--- config.mk ---
export PLATFORM = sky130hd
export DESIGN_NAME = byte_move_and_multiply_exec
export DESIGN_NICKNAME = d
export VERILOG_FILES = /design/src/pkg/byte_move_pkg.sv /design/src/design/bank_register_file.sv /design/src/design/byte_move_and_multiply_exec.sv
export VERILOG_INCLUDE_DIRS = /design/src /design/src/pkg
export SDC_FILE = /design/constraint.sdc
export NUM_CORES = 1
export LEC_CHECK = 0
export ABC_AREA = 1
export BUFFER_PORTS_ARGS = -buffer_cell sky130_fd_sc_hd__buf_2
export CAP_MARGIN = 15
export CORE_ASPECT_RATIO = 1.5
export CORE_MARGIN = 2
export CORE_UTILIZATION = 64
export DETAILED_ROUTE_END_ITERATION = 16
export GPL_TIMING_DRIVEN = 0
export PLACE_DENSITY = 0.87
export SLEW_MARGIN = 0
export SYNTH_ARGS = -nofsm -noshare
export SYNTH_HDL_FRONTEND = slang
export SYNTH_HIERARCHICAL = 1
export SYNTH_SLANG_ARGS = --single-unit
--- constraint.sdc ---
create_clock -name clk_sys -period 6.5 [get_ports clk_sys]
set_input_delay 0.65 -clock clk_sys [delete_from_list [all_inputs] [get_ports clk_sys]]
set_output_delay 0.65 -clock clk_sys [all_outputs]
set_load 0.05 [all_outputs]
--- src/pkg/byte_move_defines.svh ---
// Purpose: Opcodes, field positions and cycle counts for the byte move and product unit.
// Assumes: 8-bit data, 16-bit code and external addresses.
// Notes: Definitions only.
`ifndef BYTE_MOVE_DEFINES_SVH
`define BYTE_MOVE_DEFINES_SVH
`define OP_STORE_ACC 8'hf5
`define OP_STORE_REG_HI 5'h11
`define OP_COPY_MEM 8'h85
`define OP_TABLE_PTR 8'h93
`define OP_TABLE_PC 8'h83
`define OP_XWR_PTR 8'hf0
`define OP_XWR_REG_HI 7'h79
`define OP_XRD_PTR 8'he0
`define OP_XRD_REG_HI 7'h71
`define OP_PRODUCT 8'ha4
`define CYC_ONE 3'h1
`define CYC_TWO 3'h2
`define CYC_FOUR 3'h4
`endif

--- src/pkg/byte_move_pkg.sv ---
// Purpose: Types shared by the byte move and product unit.
// Assumes: Nothing beyond the defines header.
// Notes: Structs carry grouped request and memory signals.
package byte_move_pkg;
    typedef enum logic [2:0] {
        ST_FETCH = 3'b000,
        ST_OPND1 = 3'b001,
        ST_OPND2 = 3'b010,
        ST_EXEC = 3'b011,
        ST_DONE = 3'b100
    } exec_state_t;
    typedef struct packed {
        logic [7:0] wr_addr;
        logic [7:0] wr_data;
        logic wr_en;
        logic [7:0] rd_addr;
    } idata_req_t;
    typedef struct packed {
        logic [7:0] addr_hi;
        logic [7:0] addr_lo;
        logic [7:0] wr_data;
        logic code_rd;
        logic xdata_rd;
        logic xdata_wr;
    } ext_bus_t;
endpackage : byte_move_pkg

--- src/design/bank_register_file.sv ---
// Purpose: Eight bank registers with a registered read port.
// Assumes: One write and one read per clock.
// Notes: Read data lags the address by one clock.
`timescale 1ns/100ps
module bank_register_file #(
    parameter int DEPTH = 8,
    parameter int WIDTH = 8
) (
    // Clock and reset
    input wire logic clk_sys,
    input wire logic rst_n,
    // Write port
    input wire logic wr_en,
    input wire logic [$clog2(DEPTH)-1:0] wr_sel,
    input wire logic [WIDTH-1:0] wr_data,
    // Read port
    input wire logic [$clog2(DEPTH)-1:0] rd_sel,
    output logic [WIDTH-1:0] rd_data
);
    logic [WIDTH-1:0] mem [DEPTH];
    always_ff @(posedge clk_sys)
    begin
        if (wr_en)
        begin
            mem[wr_sel] <= wr_data;
        end
    end
    always_ff @(posedge clk_sys or negedge rst_n)
    begin
        if (!rst_n)
        begin
            rd_data <= '0;
        end
        else
        begin
            rd_data <= (wr_en && wr_sel == rd_sel) ? wr_data : mem[rd_sel];
        end
    end
endmodule : bank_register_file

--- src/design/byte_move_and_multiply_exec.sv ---
// Purpose: Executes direct stores, memory copies, code table reads, external transfers, product.
// Assumes: Code bytes arrive one clock after code address; internal and external reads likewise.
// Notes: One state step per machine cycle.
// How it works
// - Opcode f5 plus address stores accumulator there, two bytes, no flags.
// - Opcodes 10001rrr plus address copy that bank register into the address.
// - Opcode 85, source then destination byte, copies source to destination.
// - Opcode 93 loads accumulator from code at accumulator plus pointer16.
// - Opcode 83 increments program counter, then reads code at accumulator plus it.
// - Code table reads drive sum high byte upper, low byte lower port.
// - Opcode f0 writes accumulator to external memory at pointer16.
// - Pointer16 external accesses put its high byte upper, low byte lower.
// - Opcodes f2/f3 write accumulator externally, bank register 0/1 on lower port.
// - Register-addressed external accesses leave the upper port holding its value.
// - Opcode e0 reads external memory at pointer16 into accumulator.
// - Opcodes e2/e3 read external memory at bank register 0/1 into accumulator.
// - Opcode a4 multiplies accumulator by multiplier register, low to accumulator.
// - Product clears carry; product_high_flag set when high byte nonzero.
`timescale 1ns/100ps
`include "byte_move_defines.svh"
module byte_move_and_multiply_exec
    import byte_move_pkg::*;
(
    // Clock and reset
    input wire logic clk_sys,
    input wire logic rst_n,
    // Code memory
    input wire logic [7:0] code_data,
    output logic [15:0] code_addr,
    // Internal data memory
    input wire logic [7:0] idata_rd_data,
    output idata_req_t idata,
    // External bus ports
    input wire logic [7:0] xdata_rd_data,
    output ext_bus_t ext,
    // Core state
    input wire logic [15:0] pointer16,
    input wire logic [7:0] mult_reg_in,
    output logic [7:0] acc,
    output logic [7:0] mult_reg,
    output logic carry,
    output logic product_high_flag,
    output logic [15:0] pc,
    output logic instr_done,
    // Bank register preload
    input wire logic bank_wr_en,
    input wire logic [2:0] bank_wr_sel,
    input wire logic [7:0] bank_wr_data
);
    ////////////////////////////////////////////////////////////////////////
    exec_state_t state, next_state;
    logic [7:0] opcode, next_opcode;
    logic [7:0] opnd, next_opnd;
    logic [2:0] cyc, next_cyc;
    logic [15:0] next_pc, next_code_addr;
    logic [7:0] next_acc, next_mult_reg;
    logic next_carry, next_flag;
    logic [7:0] upper_port, next_upper_port;
    ext_bus_t next_ext;
    idata_req_t next_idata;
    logic [7:0] bank_rd;
    logic [15:0] product;
    logic [2:0] bank_sel;

    function automatic logic [2:0] cycles_of(input logic [7:0] op);
        if (op == `OP_STORE_ACC)
            cycles_of = `CYC_ONE;
        else if (op == `OP_PRODUCT)
            cycles_of = `CYC_FOUR;
        else
            cycles_of = `CYC_TWO;
    endfunction : cycles_of

    function automatic logic [1:0] operand_count(input logic [7:0] op);
        if (op == `OP_COPY_MEM)
            operand_count = 2'h2;
        else if (op == `OP_STORE_ACC || op[7:3] == `OP_STORE_REG_HI)
            operand_count = 2'h1;
        else
            operand_count = 2'h0;
    endfunction : operand_count

    bank_register_file #(.DEPTH(8), .WIDTH(8)) u_bank (
        .clk_sys(clk_sys),
        .rst_n(rst_n),
        .wr_en(bank_wr_en),
        .wr_sel(bank_wr_sel),
        .wr_data(bank_wr_data),
        .rd_sel(bank_sel),
        .rd_data(bank_rd)
    );

    assign product = acc * mult_reg;
    assign bank_sel = (next_opcode[7:1] == `OP_XWR_REG_HI || next_opcode[7:1] == `OP_XRD_REG_HI)
        ? {2'h0, next_opcode[0]} : next_opcode[2:0];
    assign instr_done = (state == ST_DONE);

    ////////////////////////////////////////////////////////////////////////
    always_comb
    begin
        next_state = state;
        next_opcode = opcode;
        next_opnd = opnd;
        next_cyc = cyc;
        next_pc = pc;
        next_code_addr = code_addr;
        next_acc = acc;
        next_mult_reg = mult_reg;
        next_carry = carry;
        next_flag = product_high_flag;
        next_upper_port = upper_port;
        next_ext = '0;
        next_ext.addr_hi = upper_port;
        next_ext.addr_lo = ext.addr_lo;
        next_idata = '0;
        next_idata.rd_addr = idata.rd_addr;
        unique case (state)
            ST_FETCH:
            begin
                next_opcode = code_data;
                next_cyc = cycles_of(code_data);
                next_pc = pc + 16'h0001;
                next_code_addr = pc + 16'h0001;
                if (operand_count(code_data) != 2'h0)
                    next_state = ST_OPND1;
                else
                    next_state = ST_EXEC;
                if (code_data == `OP_TABLE_PTR)
                begin
                    next_code_addr = acc + pointer16;
                    next_ext.addr_hi = next_code_addr[15:8];
                    next_ext.addr_lo = next_code_addr[7:0];
                    next_ext.code_rd = 1'b1;
                end
                else if (code_data == `OP_TABLE_PC)
                begin
                    next_code_addr = acc + next_pc;
                    next_ext.addr_hi = next_code_addr[15:8];
                    next_ext.addr_lo = next_code_addr[7:0];
                    next_ext.code_rd = 1'b1;
                end
                else if (code_data == `OP_XWR_PTR || code_data == `OP_XRD_PTR)
                begin
                    next_ext.addr_hi = pointer16[15:8];
                    next_ext.addr_lo = pointer16[7:0];
                    next_upper_port = pointer16[15:8];
                    next_ext.wr_data = acc;
                    next_ext.xdata_wr = code_data == `OP_XWR_PTR;
                    next_ext.xdata_rd = code_data == `OP_XRD_PTR;
                end
                else if (code_data == `OP_PRODUCT)
                begin
                    next_mult_reg = mult_reg_in;
                end
            end
            ST_OPND1:
            begin
                next_opnd = code_data;
                next_pc = pc + 16'h0001;
                next_code_addr = pc + 16'h0001;
                next_state = ST_EXEC;
                if (opcode == `OP_COPY_MEM)
                begin
                    next_idata.rd_addr = code_data;
                    next_state = ST_OPND2;
                end
                else if (opcode == `OP_STORE_ACC)
                begin
                    next_idata.wr_addr = code_data;
                    next_idata.wr_data = acc;
                    next_idata.wr_en = 1'b1;
                    next_state = ST_DONE;
                end
            end
            ST_OPND2:
            begin
                next_pc = pc + 16'h0001;
                next_code_addr = pc + 16'h0001;
                next_idata.wr_addr = code_data;
                next_idata.wr_data = idata_rd_data;
                next_idata.wr_en = 1'b1;
                next_state = ST_DONE;
            end
            ST_EXEC:
            begin
                next_cyc = cyc - 3'h1;
                if (opcode[7:1] == `OP_XWR_REG_HI || opcode[7:1] == `OP_XRD_REG_HI)
                begin
                    next_ext.addr_lo = bank_rd;
                    next_ext.addr_hi = upper_port;
                    next_ext.wr_data = acc;
                    next_ext.xdata_wr = (cyc == `CYC_TWO) && opcode[7:1] == `OP_XWR_REG_HI;
                    next_ext.xdata_rd = (cyc == `CYC_TWO) && opcode[7:1] == `OP_XRD_REG_HI;
                end
                if (cyc == `CYC_ONE)
                begin
                    next_state = ST_DONE;
                    if (opcode[7:3] == `OP_STORE_REG_HI)
                    begin
                        next_idata.wr_addr = opnd;
                        next_idata.wr_data = bank_rd;
                        next_idata.wr_en = 1'b1;
                    end
                    else if (opcode == `OP_TABLE_PTR || opcode == `OP_TABLE_PC)
                        next_acc = code_data;
                    else if (opcode == `OP_XRD_PTR || opcode[7:1] == `OP_XRD_REG_HI)
                        next_acc = xdata_rd_data;
                    else if (opcode == `OP_PRODUCT)
                    begin
                        next_acc = product[7:0];
                        next_mult_reg = product[15:8];
                        next_carry = 1'b0;
                        next_flag = product[15:8] != 8'h00;
                    end
                end
            end
            ST_DONE:
            begin
                next_code_addr = pc;
                next_state = ST_FETCH;
            end
            default:
            begin
                next_state = ST_FETCH;
            end
        endcase
    end

    always_ff @(posedge clk_sys or negedge rst_n)
    begin
        if (!rst_n)
        begin
            state <= ST_FETCH;
            opcode <= 8'h00;
            opnd <= 8'h00;
            cyc <= 3'h0;
            pc <= 16'h0000;
            code_addr <= 16'h0000;
            acc <= 8'h00;
            mult_reg <= 8'h00;
            carry <= 1'b0;
            product_high_flag <= 1'b0;
            upper_port <= 8'h00;
            ext <= '0;
            idata <= '0;
        end
        else
        begin
            state <= next_state;
            opcode <= next_opcode;
            opnd <= next_opnd;
            cyc <= next_cyc;
            pc <= next_pc;
            code_addr <= next_code_addr;
            acc <= next_acc;
            mult_reg <= next_mult_reg;
            carry <= next_carry;
            product_high_flag <= next_flag;
            upper_port <= next_upper_port;
            ext <= next_ext;
            idata <= next_idata;
        end
    end
endmodule : byte_move_and_multiply_exec

=== Yosys cells after proc, flatten, opt, wreduce, memory -nomap -nowiden ===
Memories as Yosys holds them, arrays and structs flattened. A register that Yosys moved wholly into a read port is not among the register bits.
Cells that the tools add are included.

* ROM bits: 0
* Output and inout port bits: 103
* Word-level logic and storage cells: 141
* Register bits: 131
* Bits in latches: 0
* Memory bits (writable): 64
* Memories kept: 1

* Shifts and indexed selects: 0
* Divide/modulo/power cells: 0
* $mul: 1
* Reduce and logical (&&, ||, !) cells: 23
* Equal/unequal tests: 36
* Add/sub/neg operators: 4
* Order comparisons: 0
* Multiplexer cells: 51
* Bitwise operators: 5

{| class="wikitable"
|+ Memories
! name !! depth !! bits a word !! read ports !! clocked after memory_dff !! wr ports !! line !! text
|-
| u_bank.mem || 8 || 8 || 1 || 1 || 1 || bank_register_file.sv:20 || <nowiki>logic [WIDTH-1:0] mem [DEPTH];</nowiki>
|}

{| class="wikitable"
|+ Operators with widths
! operator !! number
|-
| two-way mux 8 bit || 15
|-
| equality test 8 bit, second input constant || 13
|-
| two-way mux 16 bit || 5
|-
| two-way mux 17 bit || 4
|-
| case mux 17 bit (3 select lines) || 1
|-
| case mux 16 bit (3 select lines) || 1
|-
| case mux 24 bit (2 select lines) || 1
|-
| adder 8 x 16 -> 16 bit || 2
|-
| equality test 7 bit, second input constant || 4
|-
| two-way mux 24 bit || 1
|-
| inequality test 2 bit, second input constant || 10
|-
| two-way mux 3 bit || 6
|-
| adder 16 x 1 -> 16 bit, second input constant || 1
|-
| multiplier 8 x 8 -> 16 bit || 1
|-
| case mux 8 bit (2 select lines) || 1
|-
| two-way mux 2 bit || 7
|-
| case mux 3 bit (4 select lines) || 1
|-
| equality test 5 bit, second input constant || 2
|-
| AND reduction 10 bit || 1
|-
| equality test 3 x 2 -> 1 bit, second input constant || 3
|-
| AND reduction 4 bit || 2
|-
| nonzero test 8 bit || 1
|-
| equality test 3 x 1 -> 1 bit, second input constant || 2
|-
| logical OR 1 bit || 6
|-
| 17 further kinds || 29
|}

=== Logic depth before layout (Yosys ltp) ===
Gate-level depths: netlist of run 1.

* Word-level depth: 8
* Mapped depth: 24

=== Hierarchy ===
The synthesis of run 1 kept the hierarchy.

{| class="wikitable"
|+ Modules (own cells, without submodules)
! module !! cells an instance !! area an instance (µm²) !! instances !! sequential area each (µm²)
|-
| byte_move_and_multiply_exec || 1335 || 10024.6 || 1 || 3278.1
|-
| bank_register_file || 302 || 3135.5 || 1 || 2122.0
|}

=== Worst setup path after synthesis of run 1 ===
No wires, ideal clock.

* Kind: register -> register
* From: register acc[5]
* To: register product_high_flag
* Buffers on the path: 1
* Data required time: 6.377 ns
* Stages on the path, launching flop included: 22
* Period minus slack after synthesis: 4.575 ns
* Slack: 1.925 ns
* Arrival: 4.452 ns
* Library setup time: 0.123 ns
* Path through: dfrtp_1 > clkbuf_1 > nand2_1 > fa_1 > fa_1 > inv_1 > fa_1 > inv_1 > fa_1 > inv_1 > ha_1 > nand2_1 > inv_1 > a21oi_1 > o21ai_0 > nand3_1 > nand3_1 > nand2_1 > nor2_1 > nand2_1 > o21ai_0 > nand2_1

* Word-level cells in the longest chain between the ends: 2

{| class="wikitable"
|+ Ends and longest elaborated chain
! item !! line !! text
|-
| from (decl) || byte_move_and_multiply_exec.sv:39 || <nowiki>output logic [7:0] acc,</nowiki>
|-
| from (signal assigned) || byte_move_and_multiply_exec.sv:255 || <nowiki>acc <= next_acc;</nowiki>
|-
| multiplier 8 x 8 -> 16 bit || byte_move_and_multiply_exec.sv:93 || <nowiki>assign product = acc * mult_reg;</nowiki>
|-
| nonzero test 8 bit || byte_move_and_multiply_exec.sv:213 || <nowiki>next_flag = product[15:8] != 8'h00;</nowiki>
|-
| to (signal assigned) || byte_move_and_multiply_exec.sv:258 || <nowiki>product_high_flag <= next_flag;</nowiki>
|-
| to (decl) || byte_move_and_multiply_exec.sv:42 || <nowiki>output logic product_high_flag,</nowiki>
|}

No other way between the ends.
A chain may end at the register's enable or synchronous reset.

=== Worst setup path in the final report of run 1 ===
Ends and elaborated chain as after synthesis.

==> metrics, run 1 <==
unrepaired setup endpoints after global routing=no; initial DRC count=1209; share of the clock period used by the worst path after layout=0.7874; Chip Height=179.6 µm; antenna violation net count after detailed routing=0; top-level I/O count=165; die area=21750 µm²; starting density of the core=0.6496; setup violation total in the final timing report=0; number of gates resized after CTS=0; register clock-pin slew on the reported worst setup and hold paths=0.07 ns; overall track demand over capacity in global routing=0.3760; largest fanout on the critical path=9; final slew viol count=0; final hold vios=0; biggest area contributors in the synthesized netlist=dfrtp_1 26%, edfxtp_1 15%, nand2_1 12%; Yosys warning total=6; core outline area=20260 µm²; top flip-flop cell by instance count after synthesis=dfrtp_1; DR DRC count=0; worst skew pair latency=0.51 ns; first-pass iteration count of the detailed router=6; initial antenna violation count=1; CTS root buffer=clkbuf_16; number of setup buffers added after CTS=0; result of the run=complete, no violations; post-detailed-placement half-perimeter wirelength=31080 µm; vias in the first global route=12430; number of input and output port buffers inserted=161; Crit path required time=6.90 ns; vias=12360; wire length of the first global-routing pass=63640 µm; count of mapped cells out of synthesis=1637; max cap viols=0; total negative slack=0 ns; net count after synthesis=1793; final weighted congestion of routability-driven global placement=1.009; Period minus WS final=5.118 ns; highest clock frequency the design can meet=195.4 MHz; top-count cell post-synth=nand2_1; share of flip-flops with an asynchronous set or reset=0.6847; Sinks on Clock Net=203; share of the synthesized area in the top cell type=0.2643; leading area contributor after synthesis=dfrtp_1; routed vias/inst=5.875; maximum number of pins on one net before global-route repair=90; flip-flop count of the largest register, all copies and words added=64; startpoint class of the critical path=register; Synth cell types=56; TritonCTS clock tree=built; Tightest Hold Check Type=in -> async; post-synthesis sequential area ratio=0.4103; slew at the pin closest to its max-slew limit=1.050 ns; number of H-tree levels=1; worst slew slack as a fraction of its limit=0.2962; EDFF count, synth=64; Core Rows=64; layout overhead on the synthesized area=14.07%; Post-layout nets=1978; most frequent cells after synthesis=417 x nand2_1, 268 x inv_1, 139 x dfrtp_1, 121 x nand3_1, 93 x o21ai_0; number of buffers created by CTS=21; netlist area before placement=13160 µm²; Post-Route Skew=0.01259 ns; Setup crit end kind=register; Yosys reg bits=203; GR Overflow Total=0; Wirelength per Cell=19.30 µm; Reg with most FFs=u_bank/mem; worst setup path category=reg -> reg; arrival time at the worst endpoint=5.52 ns; total wire length=40590 µm; maximum root-to-sink buffer count=3; largest registers=u_bank/mem x64, ext x27, idata x25; Die W=121.1 µm; average cell area after synthesis=8.039 µm²; share of post-route cells with drive strength above 1=0.1671; CTS Hold Bufs=0
==> path summary, 6_finish.rpt <==
kind / start / to / slack (ns) / cells after the start
max: acc[5]$_DFFE_PN0P_ / product_high_flag$_DFFE_PN0P_ / 1.38 / 18
min: rst_n / ext[22]$_DFF_PN0_ / 0.06 / 1
max reg2reg: acc[5]$_DFFE_PN0P_ / product_high_flag$_DFFE_PN0P_ / 1.38 / 18
min reg2reg: idata[7]$_DFFE_PN0P_ / idata[7]$_DFFE_PN0P_ / 0.49 / 1
max in group asynchronous: rst_n / ext[8]$_DFF_PN0_ / 5.60 / 2
min in group clk_sys: idata_rd_data[2] / idata[11]$_DFF_PN0_ / 0.37 / 3
==> critical path: stages, from the launching register on <==
cell	delay, ns
dfrtp_1	0.50
clkbuf_1	0.45
nand2_1	0.17
fa_1	0.54
fa_1	0.55
inv_1	0.06
fa_1	0.49
inv_1	0.06
fa_1	0.48
inv_1	0.04
ha_1	0.34
nand2_1	0.11
inv_1	0.04
a21oi_1	0.21
o21ai_0	0.18
xnor2_1	0.27
nand4_1	0.22
o21ai_0	0.21
nand2_1	0.07
==> through the flow <==
stage	cell area [µm²]	util	hold WS (ns)	instances	worst slack (ns)
6_report	15010	0.7410	0.06485	2103	1.382
5_1_grt	15010	0.7407	0.1186	2101	1.145
4_1_cts	15010	0.7407	0.09831	2101	1.420
3_5_place_dp	14330	0.7073	0.4786	2063	1.504
3_3_place_gp	14300	0.7057	0.4673	2062	1.628
2_1_floorplan	13160	-	0.3544	1637	1.925
==> cell type report <==
cell class              instances  area, µm²
diodes                          2      5.005
plain buffers                  54      287.8
clock buffers                  29      596.8
clock inverters                 9      80.08
fillers                      1555       5248
inverters                     288       1091
multi-input cells            1092       6381
flip-flops and latches        203       5400
well taps                     264      330.3
repair buffers                162      839.6
==> layer usage <==
layer	GRT usage	wire length, µm
met1	0.4181	13650
met2	0.6683	20810
met5	0	0
met4	0.2353	2987
met3	0.04822	3141
==> cell usage in the layout, fill, tap and decap left out, drive strengths merged, types with 6 or more instances in the layout <==
master | netlist | layout
edfxtp | 64 | 64
buf | 25 | 187
nor2 | 117 | 117
ha | 56 | 56
nand3 | 127 | 127
o21ai | 105 | 105
xnor2 | 7 | 7
a21oi | 63 | 63
clkbuf | 29 | 58
nand2 | 437 | 437
o21a | 12 | 12
o211ai | 17 | 17
fa | 38 | 38
xor2 | 17 | 17
o221ai | 12 | 12
dfrtp | 139 | 139
nand4 | 16 | 16
inv | 287 | 288
nor3 | 20 | 20
o2111ai | 6 | 6
clkinv | 1 | 7
a22oi | 10 | 10
==> cells by family after synthesis <==
family                     Yosys count  share of synthesized area
adders and majority gates           94                     0.1110
xor gates and xnor gates            24                    0.01654
buffers and inverters              342                     0.1048
and+or+nand+nor                    721                     0.2422
DFF                                203                     0.4103
muxes                                1                  0.0008556
other                                1                  0.0002850
AOI/OAI and AO/OA                  251                     0.1140
Power of run 1 is left out: the tool's default activity adds up to more than one toggle a clock period on the data nets, which glitch-free logic cannot reach.
==> run 2, diff against run 1 <==
--- a/config.mk
+++ b/config.mk
@@ -11,10 +11,10 @@
 export CAP_MARGIN = 15
 export CORE_ASPECT_RATIO = 1.5
 export CORE_MARGIN = 2
-export CORE_UTILIZATION = 64
+export CORE_UTILIZATION = 54
 export DETAILED_ROUTE_END_ITERATION = 16
 export GPL_TIMING_DRIVEN = 0
-export PLACE_DENSITY = 0.87
+export PLACE_DENSITY = 0.78
 export SLEW_MARGIN = 0
 export SYNTH_ARGS = -nofsm -noshare
 export SYNTH_HDL_FRONTEND = slang
==> constraint.sdc (replaced) <==
create_clock -name clk_sys -period 4.65 [get_ports clk_sys]
set_input_delay 0.465 -clock clk_sys [delete_from_list [all_inputs] [get_ports clk_sys]]
set_output_delay 0.465 -clock clk_sys [all_outputs]
set_load 0.05 [all_outputs]
==> run 2 against run 1 <==
Effect of this change: count of clock-buffer cells in the layout did not move; wire length fell by 0.53%; largest cell class unchanged; highest routed layer is now met5; non-clock buffer count fell by 5; hold slack improved by 0.094 ns; core utilization fell by 11 points; sequential cell count did not move; clock skew rose by 0.0044 ns.
==> metrics, run 2 (synthesis results as in run 1) <==
leading cell types in the layout, fill and taps excluded=416 x nand2_1, 268 x inv_1, 173 x buf_2; max cap viols=0; share of the clock period used by the worst path after layout=0.9494; path depth of the worst reg2reg path=17; Tightest Hold Check Type=in -> reg; number of cells on the worst hold path=3; flip-flop count of the largest register, all copies and words added=64; initial antenna violation count=1; final hold vios=0; biggest cell delay along the critical path=0.55 ns; TritonCTS clock tree=built; worst slew slack as a fraction of its limit=0.2775; vias=12130; Crit path required time=5.05 ns; arrival time at the worst endpoint=4.81 ns; number of input and output port buffers inserted=161; total wire length=40370 µm; Chip Height=195.2 µm; worst setup path category=reg -> reg; Post-layout nets=1974; share of post-route cells with drive strength above 1=0.1821; startpoint class of the critical path=register; worst skew pair latency=0.53 ns; CTS root buffer=clkbuf_16; instance count on the critical path=17; starting density of the core=0.5444; register clock-pin slew on the reported worst setup and hold paths=0.06 ns; top-level I/O count=165; final non-filler cell total=2158; number of buffers created by CTS=22; post-detailed-placement half-perimeter wirelength=31140 µm; Slowest cell on crit path=fa_1; largest fanout on the critical path=9; overall track demand over capacity in global routing=0.3140; result of the run=complete, no violations; die area=25660 µm²; wire length of the first global-routing pass=63440 µm; most repeated library cell on the critical path=fa_1; buffers plus inverters on the worst setup path=4; layout overhead on the synthesized area=15.93%; maximum root-to-sink buffer count=3; Sinks on Clock Net=203; final weighted congestion of routability-driven global placement=0.9779; largest delay contributor family on the critical path=adder cells; number of H-tree levels=1; Antenna Cells=0; initial DRC count=850; maximum number of pins on one net before global-route repair=83; Wirelength per Cell=18.71 µm; antenna violation net count after detailed routing=0; reg-to-reg slack, setup=0.24 ns; Post-Route Skew=0.01700 ns; Reg with most FFs=u_bank/mem; core outline area=24170 µm²; highest clock frequency the design can meet=226.5 MHz; GR Overflow Total=0; first-pass iteration count of the detailed router=5; vias in the first global route=12060; Core Rows=70; commonest non-fill, non-tap cell in the layout=nand2_1; Die W=131.5 µm; final slew viol count=0; setup violation total in the final timing report=0; routed vias/inst=5.622; Setup crit end kind=register; largest registers=u_bank/mem x64, ext x27, idata x25; Post-Place Cells=2123; Period minus WS final=4.415 ns; cells traversed along the worst timing path=buf_4, nand2_1, inv_1, fa_1, fa_1, fa_1, inv_1, fa_1, inv_1, ha_1, a21o_1, a21oi_4, o21ai_2, xnor2_1, nand4_1, o21ai_0, nand2_1; DR DRC count=0; slew at the pin closest to its max-slew limit=1.078 ns
-- run 2: cell types whose count changed in the layout (fill, tap and decap cells not counted), sizes merged --
cell,delta
diode,-2
dlygate4sd3,+1
clkinv,-1
buf,+7
bufinv,+2
clkinvlp,+1
clkbuf,-13
-- run 2: stage by stage --
step,setup WS [ns],TNS (ns),utilization,hold slack [ns],instance area [µm²]
final,0.2354,0,0.6311,0.1587,15260
after global routing,-0.02067,-0.02067,0.6311,0.2056,15260
after CTS,0.01081,0,0.6290,0.1520,15200
after detailed placement,-0.2828,-0.4646,0.5959,0.4663,14410
after global placement,-0.2331,-0.2676,0.5945,0.4643,14370
after floorplan,0.07497,0,-,0.1694,13160
-- run 2: layout make-up --
type	count	area, µm²
sequential	203	5410
fill	2113	8917
clock buffer	29	628.1
inverter	288	1091
timing repair buffer	164	857.1
tap	324	405.4
multi-input combinational	1092	6416
clock inverter	11	152.6
buffer	47	295.3
-- run 2: tightest hold or removal path, stage by stage --
cell      delay [ns]
buf_2           0.08
nand2_1         0.04
o221ai_1        0.06
-- run 2: final timing paths --
| kind | to | startpoint |
|---|---|---|
| max | product_high_flag$_DFFE_PN0P_ | acc[3]$_DFFE_PN0P_ |
| min | idata[10]$_DFF_PN0_ | idata_rd_data[1] |
| max reg2reg | product_high_flag$_DFFE_PN0P_ | acc[3]$_DFFE_PN0P_ |
| min reg2reg | product_high_flag$_DFFE_PN0P_ | product_high_flag$_DFFE_PN0P_ |
| max in group asynchronous | acc[4]$_DFFE_PN0P_ | rst_n |
| min in group asynchronous | upper_port[6]$_DFFE_PN0P_ | rst_n |
-- run 2: what timing repair did --
item | 4_1_cts | 5_1_grt
cloned | 0 | 0
hold endpoints to repair | 57 | 0
hold buffers | 1 | 0
setup buffers | 0 | 1
resized for setup | 14 | 30
setup endpoints to repair | 3 | 4
-- run 2: per-layer routing --
metal  GRT usage  share of wire  vias up
met5           0        0.00017        -
met4      0.2037          0.073        2
met3     0.03920          0.070      167
met2      0.5569           0.50      615
met1      0.3557           0.36     5712
li1            -              -     5636
Power of run 2 is left out for the same reason.
